**src/core/clkdiv_pkg.sv**
```systemverilog
// constants for the two-stage channel clock divider
// shared by the channel top and its stage module
package clkdiv_pkg;

   localparam int ADDR_W = 12;
   localparam int DATA_W = 32;
   localparam int IDX_W  = 10;
   localparam int REG_W  = 8;
   localparam int CNT_W  = 4;

   // register indices; byte address is four times the index
   localparam logic [IDX_W-1:0] IDX_FIRST_COUNTS  = 10'h19e;
   localparam logic [IDX_W-1:0] IDX_PHASE_OFFSETS = 10'h19f;
   localparam logic [IDX_W-1:0] IDX_SECOND_COUNTS = 10'h1a0;
   localparam logic [IDX_W-1:0] IDX_DIV_CONTROL   = 10'h1a1;
   localparam logic [IDX_W-1:0] IDX_DUTY_CORR     = 10'h1a2;
   localparam logic [IDX_W-1:0] IDX_STATUS        = 10'h1a3;

   // nibble fields of the count and offset registers
   localparam int HI_NIB_MSB = 7;
   localparam int HI_NIB_LSB = 4;
   localparam int LO_NIB_MSB = 3;
   localparam int LO_NIB_LSB = 0;

   // divider control bits
   localparam int BIT_BYPASS_SECOND = 5;
   localparam int BIT_BYPASS_FIRST  = 4;
   localparam int BIT_IGNORE_RESYNC = 3;
   localparam int BIT_FORCE_HIGH    = 2;
   localparam int BIT_START_SECOND  = 1;
   localparam int BIT_START_FIRST   = 0;

   // duty correction bit
   localparam int BIT_DUTY_CORRECTION_DISABLE = 0;
   localparam logic [REG_W-1:0] DUTY_CORR_MASK = 8'h01;
   localparam logic [REG_W-1:0] CONTROL_MASK   = 8'h3f;

   // status bits
   localparam int BIT_STAT_CHANNEL = 0;
   localparam int BIT_STAT_FIRST   = 1;
   localparam int BIT_STAT_SECOND  = 2;

   // reset values
   localparam logic [REG_W-1:0] RST_FIRST_COUNTS  = 8'h00;
   localparam logic [REG_W-1:0] RST_PHASE_OFFSETS = 8'h00;
   localparam logic [REG_W-1:0] RST_SECOND_COUNTS = 8'h00;
   localparam logic [REG_W-1:0] RST_DIV_CONTROL   = 8'h00;
   localparam logic [REG_W-1:0] RST_DUTY_CORR     = 8'h00;
   localparam logic [CNT_W-1:0] CNT_ZERO          = 4'h0;
   localparam logic [CNT_W-1:0] CNT_ONE           = 4'h1;

endpackage

```
**src/core/channel_clock_divider_pair.sv**
```systemverilog
// channel clock divider: two cascaded stages, APB register slave
// assumes dist_clk and resync_in arrive asynchronously and are far
// slower than mclk; the distribution clock is sampled, not used as a clock
//
// Overview of operation
// - second stage low for low count plus one
// - second stage high for high count plus one
// - zero count gives one cycle; counts reset zero
// - phase offsets: second upper, first lower nibble
// - second bypass idles counter, passes input clock
// - first bypass idles counter, passes input clock
// - ignore-resync bit masks chip resync for both
// - force level applies only with ignore-resync set
// - second stage starts at its start level
// - first stage starts at its start level
// - duty correction on unless disable bit set
// - first stage low upper, high lower nibble
//
// Design decision made here: the APB slave port.
`timescale 1ns/10ps
module channel_clock_divider_pair
   import clkdiv_pkg::*;
(
   input  wire logic              mclk,
   input  wire logic              arst_n,
   input  wire logic              psel,
   input  wire logic              penable,
   input  wire logic              pwrite,
   input  wire logic [ADDR_W-1:0] paddr,
   input  wire logic [DATA_W-1:0] pwdata,
   output logic      [DATA_W-1:0] prdata,
   output logic                   pready,
   output logic                   pslverr,
   input  wire logic              dist_clk,
   input  wire logic              resync_in,
   output logic                   chan_out
);

   // configuration registers
   logic [REG_W-1:0] first_stage_cycle_counts;
   logic [REG_W-1:0] stage_phase_offsets;
   logic [REG_W-1:0] second_stage_cycle_counts;
   logic [REG_W-1:0] channel_divider_control;
   logic [REG_W-1:0] channel_duty_correction;
   logic [REG_W-1:0] next_first_counts;
   logic [REG_W-1:0] next_phase_offsets;
   logic [REG_W-1:0] next_second_counts;
   logic [REG_W-1:0] next_div_control;
   logic [REG_W-1:0] next_duty_corr;

   // bus answer
   logic [DATA_W-1:0] next_prdata;
   logic              next_pready;
   logic              next_pslverr;
   logic [IDX_W-1:0]  idx;
   logic              access;
   logic              hit;
   logic [REG_W-1:0]  rd_val;

   // input synchronisers
   logic [2:0] dist_sync;
   logic [2:0] resync_sync;
   logic       dist_level;
   logic       dist_rise;
   logic       dist_edge;
   logic       resync_level;
   logic       resync_evt;
   logic       next_dist_level;
   logic       next_dist_rise;
   logic       next_dist_edge;
   logic       next_resync_level;
   logic       next_resync_evt;

   // stage links and channel output
   logic first_level;
   logic first_rise;
   logic second_level;
   logic restart;
   logic ignore_resync;
   logic duty_corr_on;
   logic next_chan_out;

   // ---------------------------------------------------------------
   // APB slave: one wait state, write lands at the edge ending the pready cycle
   // ---------------------------------------------------------------
   assign idx    = paddr[ADDR_W-1:2];
   assign access = psel & penable & pready;

   always_comb begin
      hit    = 1'b1;
      rd_val = '0;
      unique case (idx)
         IDX_FIRST_COUNTS:  rd_val = first_stage_cycle_counts;
         IDX_PHASE_OFFSETS: rd_val = stage_phase_offsets;
         IDX_SECOND_COUNTS: rd_val = second_stage_cycle_counts;
         IDX_DIV_CONTROL:   rd_val = channel_divider_control;
         IDX_DUTY_CORR:     rd_val = channel_duty_correction;
         IDX_STATUS: begin
            rd_val[BIT_STAT_CHANNEL] = chan_out;
            rd_val[BIT_STAT_FIRST]   = first_level;
            rd_val[BIT_STAT_SECOND]  = second_level;
         end
         default:           hit = 1'b0;
      endcase
   end

   always_comb begin
      next_pready  = psel & penable & ~pready;
      next_pslverr = psel & penable & ~pready & ~hit;
      next_prdata  = prdata;
      if (psel && penable && !pready) begin
         next_prdata = (!pwrite && hit) ? {{(DATA_W-REG_W){1'b0}}, rd_val} : '0;
      end
   end

   always_ff @(posedge mclk or negedge arst_n) begin
      if (!arst_n) begin
         prdata  <= '0;
         pready  <= 1'b0;
         pslverr <= 1'b0;
      end else begin
         prdata  <= next_prdata;
         pready  <= next_pready;
         pslverr <= next_pslverr;
      end
   end

   always_comb begin
      next_first_counts  = first_stage_cycle_counts;
      next_phase_offsets = stage_phase_offsets;
      next_second_counts = second_stage_cycle_counts;
      next_div_control   = channel_divider_control;
      next_duty_corr     = channel_duty_correction;
      if (access && pwrite) begin
         unique case (idx)
            IDX_FIRST_COUNTS:  next_first_counts  = pwdata[REG_W-1:0];
            IDX_PHASE_OFFSETS: next_phase_offsets = pwdata[REG_W-1:0];
            IDX_SECOND_COUNTS: next_second_counts = pwdata[REG_W-1:0];
            IDX_DIV_CONTROL:   next_div_control   = pwdata[REG_W-1:0] & CONTROL_MASK;
            IDX_DUTY_CORR:     next_duty_corr     = pwdata[REG_W-1:0] & DUTY_CORR_MASK;
            default: begin
               next_first_counts = first_stage_cycle_counts;
            end
         endcase
      end
   end

   always_ff @(posedge mclk or negedge arst_n) begin
      if (!arst_n) begin
         first_stage_cycle_counts  <= RST_FIRST_COUNTS;
         stage_phase_offsets       <= RST_PHASE_OFFSETS;
         second_stage_cycle_counts <= RST_SECOND_COUNTS;
         channel_divider_control   <= RST_DIV_CONTROL;
         channel_duty_correction   <= RST_DUTY_CORR;
      end else begin
         first_stage_cycle_counts  <= next_first_counts;
         stage_phase_offsets       <= next_phase_offsets;
         second_stage_cycle_counts <= next_second_counts;
         channel_divider_control   <= next_div_control;
         channel_duty_correction   <= next_duty_corr;
      end
   end

   // ---------------------------------------------------------------
   // three-flop sampling of the distribution clock and resync pin
   // ---------------------------------------------------------------
   always_comb begin
      next_dist_level   = dist_level;
      next_dist_rise    = 1'b0;
      next_dist_edge    = 1'b0;
      next_resync_level = resync_level;
      next_resync_evt   = 1'b0;
      // a change counts once stages two and three agree
      if (dist_sync[1] == dist_sync[2]) begin
         next_dist_level = dist_sync[2];
         next_dist_rise  = dist_sync[2] & ~dist_level;
         next_dist_edge  = dist_sync[2] ^ dist_level;
      end
      if (resync_sync[1] == resync_sync[2]) begin
         next_resync_level = resync_sync[2];
         next_resync_evt   = resync_sync[2] & ~resync_level;
      end
   end

   always_ff @(posedge mclk or negedge arst_n) begin
      if (!arst_n) begin
         dist_sync    <= 3'h0;
         resync_sync  <= 3'h0;
         dist_level   <= 1'b0;
         dist_rise    <= 1'b0;
         dist_edge    <= 1'b0;
         resync_level <= 1'b0;
         resync_evt   <= 1'b0;
      end else begin
         dist_sync    <= {dist_sync[1:0], dist_clk};
         resync_sync  <= {resync_sync[1:0], resync_in};
         dist_level   <= next_dist_level;
         dist_rise    <= next_dist_rise;
         dist_edge    <= next_dist_edge;
         resync_level <= next_resync_level;
         resync_evt   <= next_resync_evt;
      end
   end

   // ---------------------------------------------------------------
   // cascaded stages
   // ---------------------------------------------------------------
   assign ignore_resync = channel_divider_control[BIT_IGNORE_RESYNC];
   assign restart       = resync_evt & ~ignore_resync;
   assign duty_corr_on  = ~channel_duty_correction[BIT_DUTY_CORRECTION_DISABLE];

   divider_stage u_first_stage (
      .mclk         (mclk),
      .arst_n       (arst_n),
      .in_level     (dist_level),
      .in_rise      (dist_rise),
      .bypass       (channel_divider_control[BIT_BYPASS_FIRST]),
      .restart      (restart),
      .start_high   (channel_divider_control[BIT_START_FIRST]),
      .low_count    (first_stage_cycle_counts[HI_NIB_MSB:HI_NIB_LSB]),
      .high_count   (first_stage_cycle_counts[LO_NIB_MSB:LO_NIB_LSB]),
      .phase_offset (stage_phase_offsets[LO_NIB_MSB:LO_NIB_LSB]),
      .out_level    (first_level),
      .out_rise     (first_rise)
   );

   // second stage runs on mclk and steps on rising edges of the first stage output
   divider_stage u_second_stage (
      .mclk         (mclk),
      .arst_n       (arst_n),
      .in_level     (first_level),
      .in_rise      (first_rise),
      .bypass       (channel_divider_control[BIT_BYPASS_SECOND]),
      .restart      (restart),
      .start_high   (channel_divider_control[BIT_START_SECOND]),
      .low_count    (second_stage_cycle_counts[HI_NIB_MSB:HI_NIB_LSB]),
      .high_count   (second_stage_cycle_counts[LO_NIB_MSB:LO_NIB_LSB]),
      .phase_offset (stage_phase_offsets[HI_NIB_MSB:HI_NIB_LSB]),
      .out_level    (second_level),
      .out_rise     ()
   );

   // ---------------------------------------------------------------
   // channel output: force, duty correction retiming
   // ---------------------------------------------------------------
   always_comb begin
      next_chan_out = chan_out;
      if (ignore_resync) begin
         // force level only takes hold with resync ignored
         next_chan_out = channel_divider_control[BIT_FORCE_HIGH];
      end else if (duty_corr_on) begin
         // realign output changes to input clock edges
         if (dist_edge) begin
            next_chan_out = second_level;
         end
      end else begin
         next_chan_out = second_level;
      end
   end

   always_ff @(posedge mclk or negedge arst_n) begin
      if (!arst_n) begin
         chan_out <= 1'b0;
      end else begin
         chan_out <= next_chan_out;
      end
   end

endmodule

```
**src/core/divider_stage.sv**
```systemverilog
// one programmable low/high divider stage with bypass
// assumes in_rise is a one-cycle pulse at each rising edge of in_level
`timescale 1ns/10ps
module divider_stage
   import clkdiv_pkg::*;
(
   input  wire logic             mclk,
   input  wire logic             arst_n,
   input  wire logic             in_level,
   input  wire logic             in_rise,
   input  wire logic             bypass,
   input  wire logic             restart,
   input  wire logic             start_high,
   input  wire logic [CNT_W-1:0] low_count,
   input  wire logic [CNT_W-1:0] high_count,
   input  wire logic [CNT_W-1:0] phase_offset,
   output logic                  out_level,
   output logic                  out_rise
);

   logic             level;
   logic [CNT_W-1:0] cnt;
   logic [CNT_W-1:0] hold;
   logic             next_level;
   logic [CNT_W-1:0] next_cnt;
   logic [CNT_W-1:0] next_hold;
   logic             div_rise;
   logic [CNT_W-1:0] limit;

   always_comb begin
      next_level = level;
      next_cnt   = cnt;
      next_hold  = hold;
      div_rise   = 1'b0;
      limit      = level ? high_count : low_count;
      if (bypass || restart) begin
         // counting held idle; restart from start level after offset
         next_level = start_high;
         next_cnt   = CNT_ZERO;
         next_hold  = phase_offset;
      end else if (in_rise) begin
         if (hold != CNT_ZERO) begin
            next_hold = hold - CNT_ONE;
         end else if (cnt >= limit) begin
            // a count lowered mid-phase ends the phase at the next input rise, no wrap
            // zero count gives a one-cycle phase
            next_level = ~level;
            next_cnt   = CNT_ZERO;
            div_rise   = ~level;
         end else begin
            next_cnt = cnt + CNT_ONE;
         end
      end
   end

   always_ff @(posedge mclk or negedge arst_n) begin
      if (!arst_n) begin
         level <= 1'b0;
         cnt   <= CNT_ZERO;
         hold  <= CNT_ZERO;
      end else begin
         level <= next_level;
         cnt   <= next_cnt;
         hold  <= next_hold;
      end
   end

   // bypass routes the input clock straight through
   assign out_level = bypass ? in_level : level;
   assign out_rise  = bypass ? in_rise : div_rise;

endmodule

```
**config.mk**
```make
export PLATFORM = sky130hd
export DESIGN_NAME = channel_clock_divider_pair
export DESIGN_NICKNAME = d
export VERILOG_FILES = /design/src/core/clkdiv_pkg.sv /design/src/core/channel_clock_divider_pair.sv /design/src/core/divider_stage.sv
export SDC_FILE = /design/constraint.sdc
export NUM_CORES = 1
export LEC_CHECK = 0
export BUFFER_PORTS_ARGS = -buffer_cell sky130_fd_sc_hd__buf_2
export CAP_MARGIN = 10
export CORE_MARGIN = 2
export CORE_UTILIZATION = 45
export CTS_CLUSTER_SIZE = 8
export DETAILED_ROUTE_END_ITERATION = 6
export GPL_ROUTABILITY_DRIVEN = 0
export MAX_ROUTING_LAYER = met4
export PLACE_DENSITY = 0.71
export SLEW_MARGIN = 10
export SYNTH_ARGS = -nofsm -noshare
export SYNTH_HDL_FRONTEND = slang
export SYNTH_SLANG_ARGS = --single-unit
```
**constraint.sdc**
```tcl
create_clock -name mclk -period 2.2 [get_ports mclk]
set_input_delay 0.44 -clock mclk [delete_from_list [all_inputs] [get_ports mclk]]
set_output_delay 0.44 -clock mclk [all_outputs]
set_load 0.01 [all_outputs]
```
======== Word level (Yosys, flattened, before mapping) ========
Cells that the tools add are included.
W data, S select, Z words.
word-level totals
  flip-flop bits (word level) ............. 95
  input bits .............................. 51
  output and inout bits ................... 35
  word-level logic and storage cells ...... 123
cells by class
  add/subtract/negate cells ............... 4
  $lt $le $gt $ge ......................... 2
  equality and inequality tests ........... 10
  multiplexer cells ....................... 41
  bitwise logic cells ..................... 15
  reductions and logical operators ........ 29
operators by type and width
  cell                   count
  $mux W4                16
  $eq A10 B9 Y1 const B  6
  $mux W1                22
  $pmux W5 S4            1
  $pmux W3 S6            1
  $reduce_and A2 Y1      9
  $reduce_bool A2 Y1     6
  $add A4 B1 Y4 const B  2
  $ge A4 B4 Y1           2
  $mux W8                1
  $reduce_bool A4 Y1     2
  $sub A4 B1 Y4 const B  2
  $and A1 B1 Y1          7
  $not A1 Y1             7
  $reduce_and A3 Y1      2
  $reduce_or A6 Y1       1
  $logic_and A1 B1 Y1    4
  $ne A2 B1 Y1 const B   2
  $reduce_bool A3 Y1     1
  $eq A1 B1 Y1           2
  $logic_not A1 Y1       2
  $logic_or A1 B1 Y1     2
  $xor A1 B1 Y1          1

======== Longest topological paths before layout ========
  depth after elaboration ................. 9
  depth in mapped cells ................... 9
  mapped depth without buffers ............ 7

======== Modules after synthesis ========
Synthesis repeated with hierarchy kept, for this count alone.
second synthesis, totals
  cells, all modules ...................... 361
  area total of the unflattened synthesis .. 3,923.8 um^2
modules (own cells, without submodules)
  module                          times used  cells each  area each (um^2)  seq. area each (um^2)
  channel_clock_divider_pair      1           207         2,531.2           1,326.3
  divider_stage (u_first_stage)   1           76          698.2             225.2
  divider_stage (u_second_stage)  1           78          694.4             225.2

======== Least setup slack after synthesis ========
No wires, ideal clock.
  kind .................................... reg2reg
  from .................................... reg u_first_stage.level
  to ...................................... reg u_second_stage.level
  setup time .............................. 0.137 ns
  data arrival time ....................... 2.221 ns
  data required time ...................... 2.063 ns
  slack ................................... -0.158 ns
  cell stages (with the launch flop) ...... 9
  path buffers ............................ 1
  period minus slack after synthesis ...... 2.358 ns
  path through ............................ dfrtp_1 buf_6 mux2_2 ha_1 nand2b_1 a2111o_1 a41o_1 a21oi_1 o221ai_1
on the way
  longest elaborated chain between the ends .. 9
  elaborated cells on any way between the ends .. 10
  those cells by class .................... 1 x order compare; 6 x mux; 1 x bitwise; 2 x reduce/logical
RTL lines
  element                         line                 RTL
  start: declaration              divider_stage.sv:21  logic level;
  start signal: assignment        divider_stage.sv:62  level <= next_level;
  $mux W4                         divider_stage.sv:35  limit = level ? high_count : low_count;
  $ge A4 B4 Y1                    divider_stage.sv:44  end else if (cnt >= limit) begin
  $mux W1 *                       divider_stage.sv:44
  $mux W1 *                       divider_stage.sv:42  if (hold != CNT_ZERO) begin
  $mux W1 *                       divider_stage.sv:41  end else if (in_rise) begin
  $mux W1 *                       divider_stage.sv:36  if (bypass || restart) begin
  $mux W1 *                       divider_stage.sv:70  assign out_rise = bypass ? in_rise : div_rise;
  $reduce_bool A2 Y1 (no line) *  -
  $reduce_and A3 Y1 (no line) *   -
  end signal: assignment          divider_stage.sv:62
  end: declaration                divider_stage.sv:21
Every way passes the cells marked *; elsewhere a longest branch is shown, timed or not.
A chain may end at the register's enable or synchronous reset.

======== Final worst setup path ========
  from .................................... reg u_first_stage.level
  to ...................................... reg u_second_stage.cnt[3]
on the way
  longest elaborated chain between the ends .. 9
  elaborated cells on any way between the ends .. 10
  those cells by class .................... 1 x order compare; 6 x mux; 1 x bitwise; 2 x reduce/logical
RTL lines
  element                         line                 RTL
  $mux W4                         divider_stage.sv:35
  $ge A4 B4 Y1                    divider_stage.sv:44
  $mux W1 *                       divider_stage.sv:44
  $mux W1 *                       divider_stage.sv:42
  $mux W1 *                       divider_stage.sv:41
  $mux W1 *                       divider_stage.sv:36
  $mux W1 *                       divider_stage.sv:70
  $reduce_bool A2 Y1 (no line) *  -
  $reduce_and A2 Y1 (no line) *   -
  end signal: assignment          divider_stage.sv:63  cnt <= next_cnt;
  end: declaration                divider_stage.sv:22  logic [CNT_W-1:0] cnt;
Marks and branches as above.

==> Implementation_results.wiki <==
{| class="wikitable"
! Metric !! Value
|-
| Synth area leaders || dfrtp_1 (46%), mux2_2 (7.5%), buf_4 (4.8%)
|-
| Synthesized flop and latch total || a little over 70
|-
| Post-synth EDFFs || 0
|-
| Worst path arrival time || 2.52 ns
|-
| LEAKAGE || approximately 2.2 nW
|-
| Outcome || complete, but fails checks
|-
| Top cell type by total area after synthesis || dfrtp_1
|-
| Maximum clock insertion buffer count || 2
|-
| Count of hold buffers inserted by post-cts repair || 0
|-
| Layout cell share with drive strength beyond 1 || 30.3%
|-
| Most used flip-flop cell after synthesis || dfrtp_1
|-
| Layout Nets || 481
|-
| Part of the Yosys area used for sequential elements || 45.7%
|-
| Post-layout util || 54.4%
|-
| Critical path type || register to register
|-
| Post-DR wirelength/cell || 16.9 um
|-
| Worst Setup Slack post-DPL || -0.0927 ns
|-
| Clock sink count || between 70 and 80
|-
| I/O Pins || 86
|-
| Antenna violations before repair || 0
|-
| Antenna-violating nets left || 0
|-
| Row count || 33
|-
| Pin count of the biggest net entering global routing || 72
|-
| Mapped Avg Cell Area || between 10 and 15 um2
|-
| Core ar. || 8300 um2
|-
| Detailed placer's ending HPWL || 6580 um
|-
| Total of fill cells in the finished design || 737
|-
| Detailed Route WL || 8930 um
|-
| Initial detailed-routing violation count || 212
|-
| Die footprint || 9410 um2
|-
| Clock period minus final worst setup slack || around 2.3 ns
|-
| Initial Utilization || a little under half
|-
| Synthesized-area fraction occupied by xor and xnor cells || 0.900%
|-
| Number of iterations in the first detailed-routing pass || 5
|-
| Count of buffers inserted at the top-level ports || 35
|-
| Combinational family with the most area after synthesis || multiplexers
|-
| Worst slew slack as a fraction of its limit || 64.7%
|-
| Post-synthesis instance area || 3890 um2
|-
| Die extent in x || roughly 97 um
|-
| Net Sw Power || 1.08 mW
|-
| Final worst-path cycle share || 103%
|-
| Post-route DRC || 0
|-
| Insertion delay to the later sink of the worst-skew pair || around 0.35 ns
|-
| Portion of synthesized cell area occupied by the leading cell type || 45.7%
|-
| Num CTS Buffers || 9
|-
| Total setup violations reported at the end of the flow || 5
|-
| Power per unit of standard cell area || 731 nW/um2
|-
| Area fraction in compound gates after synthesis || between 10% and 20%
|-
| Kind of launch point of the worst setup path || register
|-
| Final count of pins violating max slew || 0
|-
| Portion of total power attributed to sequential cells || 45.4%
|-
| Largest clock skew in the final design || about 0.0062 ns
|-
| Max-capacitance violation count || 0
|-
| Vias in the first global route || 2,924
|-
| Clock slew seen by the registers of the worst setup and hold paths || roughly 0.08 ns
|-
| Adder-cell share of the synthesized area || approximately 4.7%
|-
| Transition at the pin with the smallest max-transition slack || 0.527 ns
|-
| Proportion of synthesized area in mux cells || 15.0%
|-
| Number of distinct library cell variants in the gate-level netlist after synthesis || 54
|-
| Area growth from synthesis to layout || 16.0%
|-
| Violations in the final reports || negative setup slack
|-
| Area used by sequential logic in the layout || 1780 um2
|-
| Vert. Die Dim || 97.0 um
|-
| Total negative slack || -0.182 ns
|-
| Worst setup margin || -0.0734 ns
|-
| Required time of the critical path || ~2.4 ns
|-
| Gate Count Post-Synth || 357
|-
| Total global routing overflow || 0
|-
| CTS HTree Levels || 3
|-
| Path type of the worst min-delay path || primary input to async pin
|-
| Highest attainable clock frequency || 440 MHz
|-
| Worst hold slack across all endpoints || 0.0933 ns
|-
| Clock Power Share || 30.7%
|-
| Worst-case vdd ir drop || 0.000512 V
|-
| Cell Int Power || 2.22 mW
|-
| Post-synthesis async set-or-reset flop share || between 90% and 100%
|-
| Vias || just under 3,000
|-
| Part of the total power dissipated in combinational logic || between 20% and 30%
|-
| Maximum fanout along the worst path || 4
|-
| Area of the multi-input gates || just under 2000 um2
|-
| TritonCTS clock tree || yes
|-
| Unrepaired setup endpoints after global routing || yes
|-
| Warning count from the yosys run || 0
|-
| Clock tree root driver cell || clkbuf_8
|-
| Area share of and/or/nand/nor cells after synthesis || 14.5%
|-
| Switching share of power || 32.7%
|-
| Wire length of the first global-routing pass || around 15,000 um
|-
| Antenna diodes || 0
|-
| GRT Resource Usage Total || 20.0%
|-
| Number of vias per cell after detailed routing || 5.59
|-
| Kind of end point of the critical path || register
|-
| Final hold vios || 0
|}
routing by layer:
layer / global-route usage [%] / up-vias / share of wire (%)
met2: 31.3 / 111 / 47
li1: - / 1371 / -
met3: 3.11 / 12 / 4.9
met4: 6.39 / 0 / 1.3
met5: - / - / 0
met1: 26.8 / 1452 / 46
power groups by stage:
stage / clock network [mW] / logic [mW] / registers, mW
floorplan: 0 / 0.528 / 1.50
global placement: 0 / 0.714 / 1.51
detailed placement: 0 / 0.738 / 1.52
CTS: 1.03 / 0.759 / 1.50
global route: 1.08 / 0.875 / 1.52
finish: 1.01 / 0.792 / 1.50
worst max-delay path, stage by stage, from the launching register on:
cell and delay [ns]:
dfrtp_1 0.41, mux2_4 0.33, ha_4 0.26, nand2b_4 0.10, a2111o_1 0.22, nand4_1 0.22
buf_4 0.20, a22o_1 0.22, a32o_1 0.20
logic make-up after synthesis:
kind of cell / Yosys count
other cells: 1
fa+ha+maj: 15
simple gates: 100
flops: 71
mux: 51
buf+inv: 50
xor+xnor: 4
compound gates: 65
worst paths after layout:
check / startpoint / endpoint / slack (ns) / cells past startpoint
max in group asynchronous: arst_n / u_second_stage.level / 1.80 / 2
worst min-delay path: arst_n / u_first_stage.cnt[3] / 0.09 / 2
worst min register to register: resync_sync[0] / resync_sync[1] / 0.36 / 0
worst max-delay path: u_first_stage.level / u_second_stage.cnt[3] / -0.07 / 8
worst max register to register: u_first_stage.level / u_second_stage.cnt[3] / -0.07 / 8
min in group mclk: dist_clk / dist_sync[0] / 0.18 / 1
what timing repair did:
item                                    CTS  global route
endpoints found under the setup margin   10            13
pin swaps                                 2             6
resized for setup                         6             6
buffers inserted                          3             2
synth_stat cells, types with 2 or more instances:
cell       count
o211ai_1       3
dfrtp_1       71
and3_1         2
nand2_1       28
maj3_1         2
a22oi_1        5
mux2_4         8
nor2b_1        3
mux2i_1       17
a22o_1         8
or4b_2         2
or3_1          4
a31oi_1        4
o2bb2ai_1      2
nand2b_1       8
o22ai_1        4
nand4_1        7
nand3_1        9
nor3b_1        3
nand3b_1       2
inv_1         15
clkbuf_1       7
nor2_1        19
mux2_2        26
o21ai_0       14
xor2_1         3
or4_1          3
ha_1          13
nor4b_4        2
a21oi_1       15
buf_4         25
area by class of cell:
class,instances,area share [%]
timing repair buffer,61,8.73
clock inverter,7,1.39
clock buffer,9,2.74
sequential,71,39.4
tap,105,2.91
inverter,15,1.25
multi-input combinational,259,43.6
cell usage in the layout, fill, tap and decap left out, types with 12 or more instances in the layout:
| master | instances |
|---|---|
| nand2_1 | 28 |
| a21oi_1 | 13 |
| buf_4 | 22 |
| mux2_2 | 25 |
| buf_2 | 35 |
| conb_1 | 24 |
| ha_1 | 12 |
| mux2i_1 | 15 |
| inv_1 | 15 |
| dfrtp_1 | 71 |
| nor2_1 | 19 |
per-stage QoR:
stage | cell area (um2) | instances | total power [mW]
4_1_cts | 4480 | 525 | 3.29
3_3_place_gp | 4240 | 506 | 2.23
2_1_floorplan | 3990 | 380 | 2.02
6_report | 4510 | 527 | 3.30
3_5_place_dp | 4240 | 506 | 2.26
5_1_grt | 4510 | 527 | 3.47
sequential cells by signal, indices dropped and copies added, names as in the netlist, 3 cells and up:
register and cells:
resync_sync 3, second_stage_cycle_counts 8, u_first_stage.cnt 4, u_first_stage.hold 4
channel_divider_control 6, u_second_stage.cnt 4, first_stage_cycle_counts 8, u_second_stage.hold 4
prdata 8, dist_sync 3, stage_phase_offsets 8
Power figures use the tool's default switching activity.
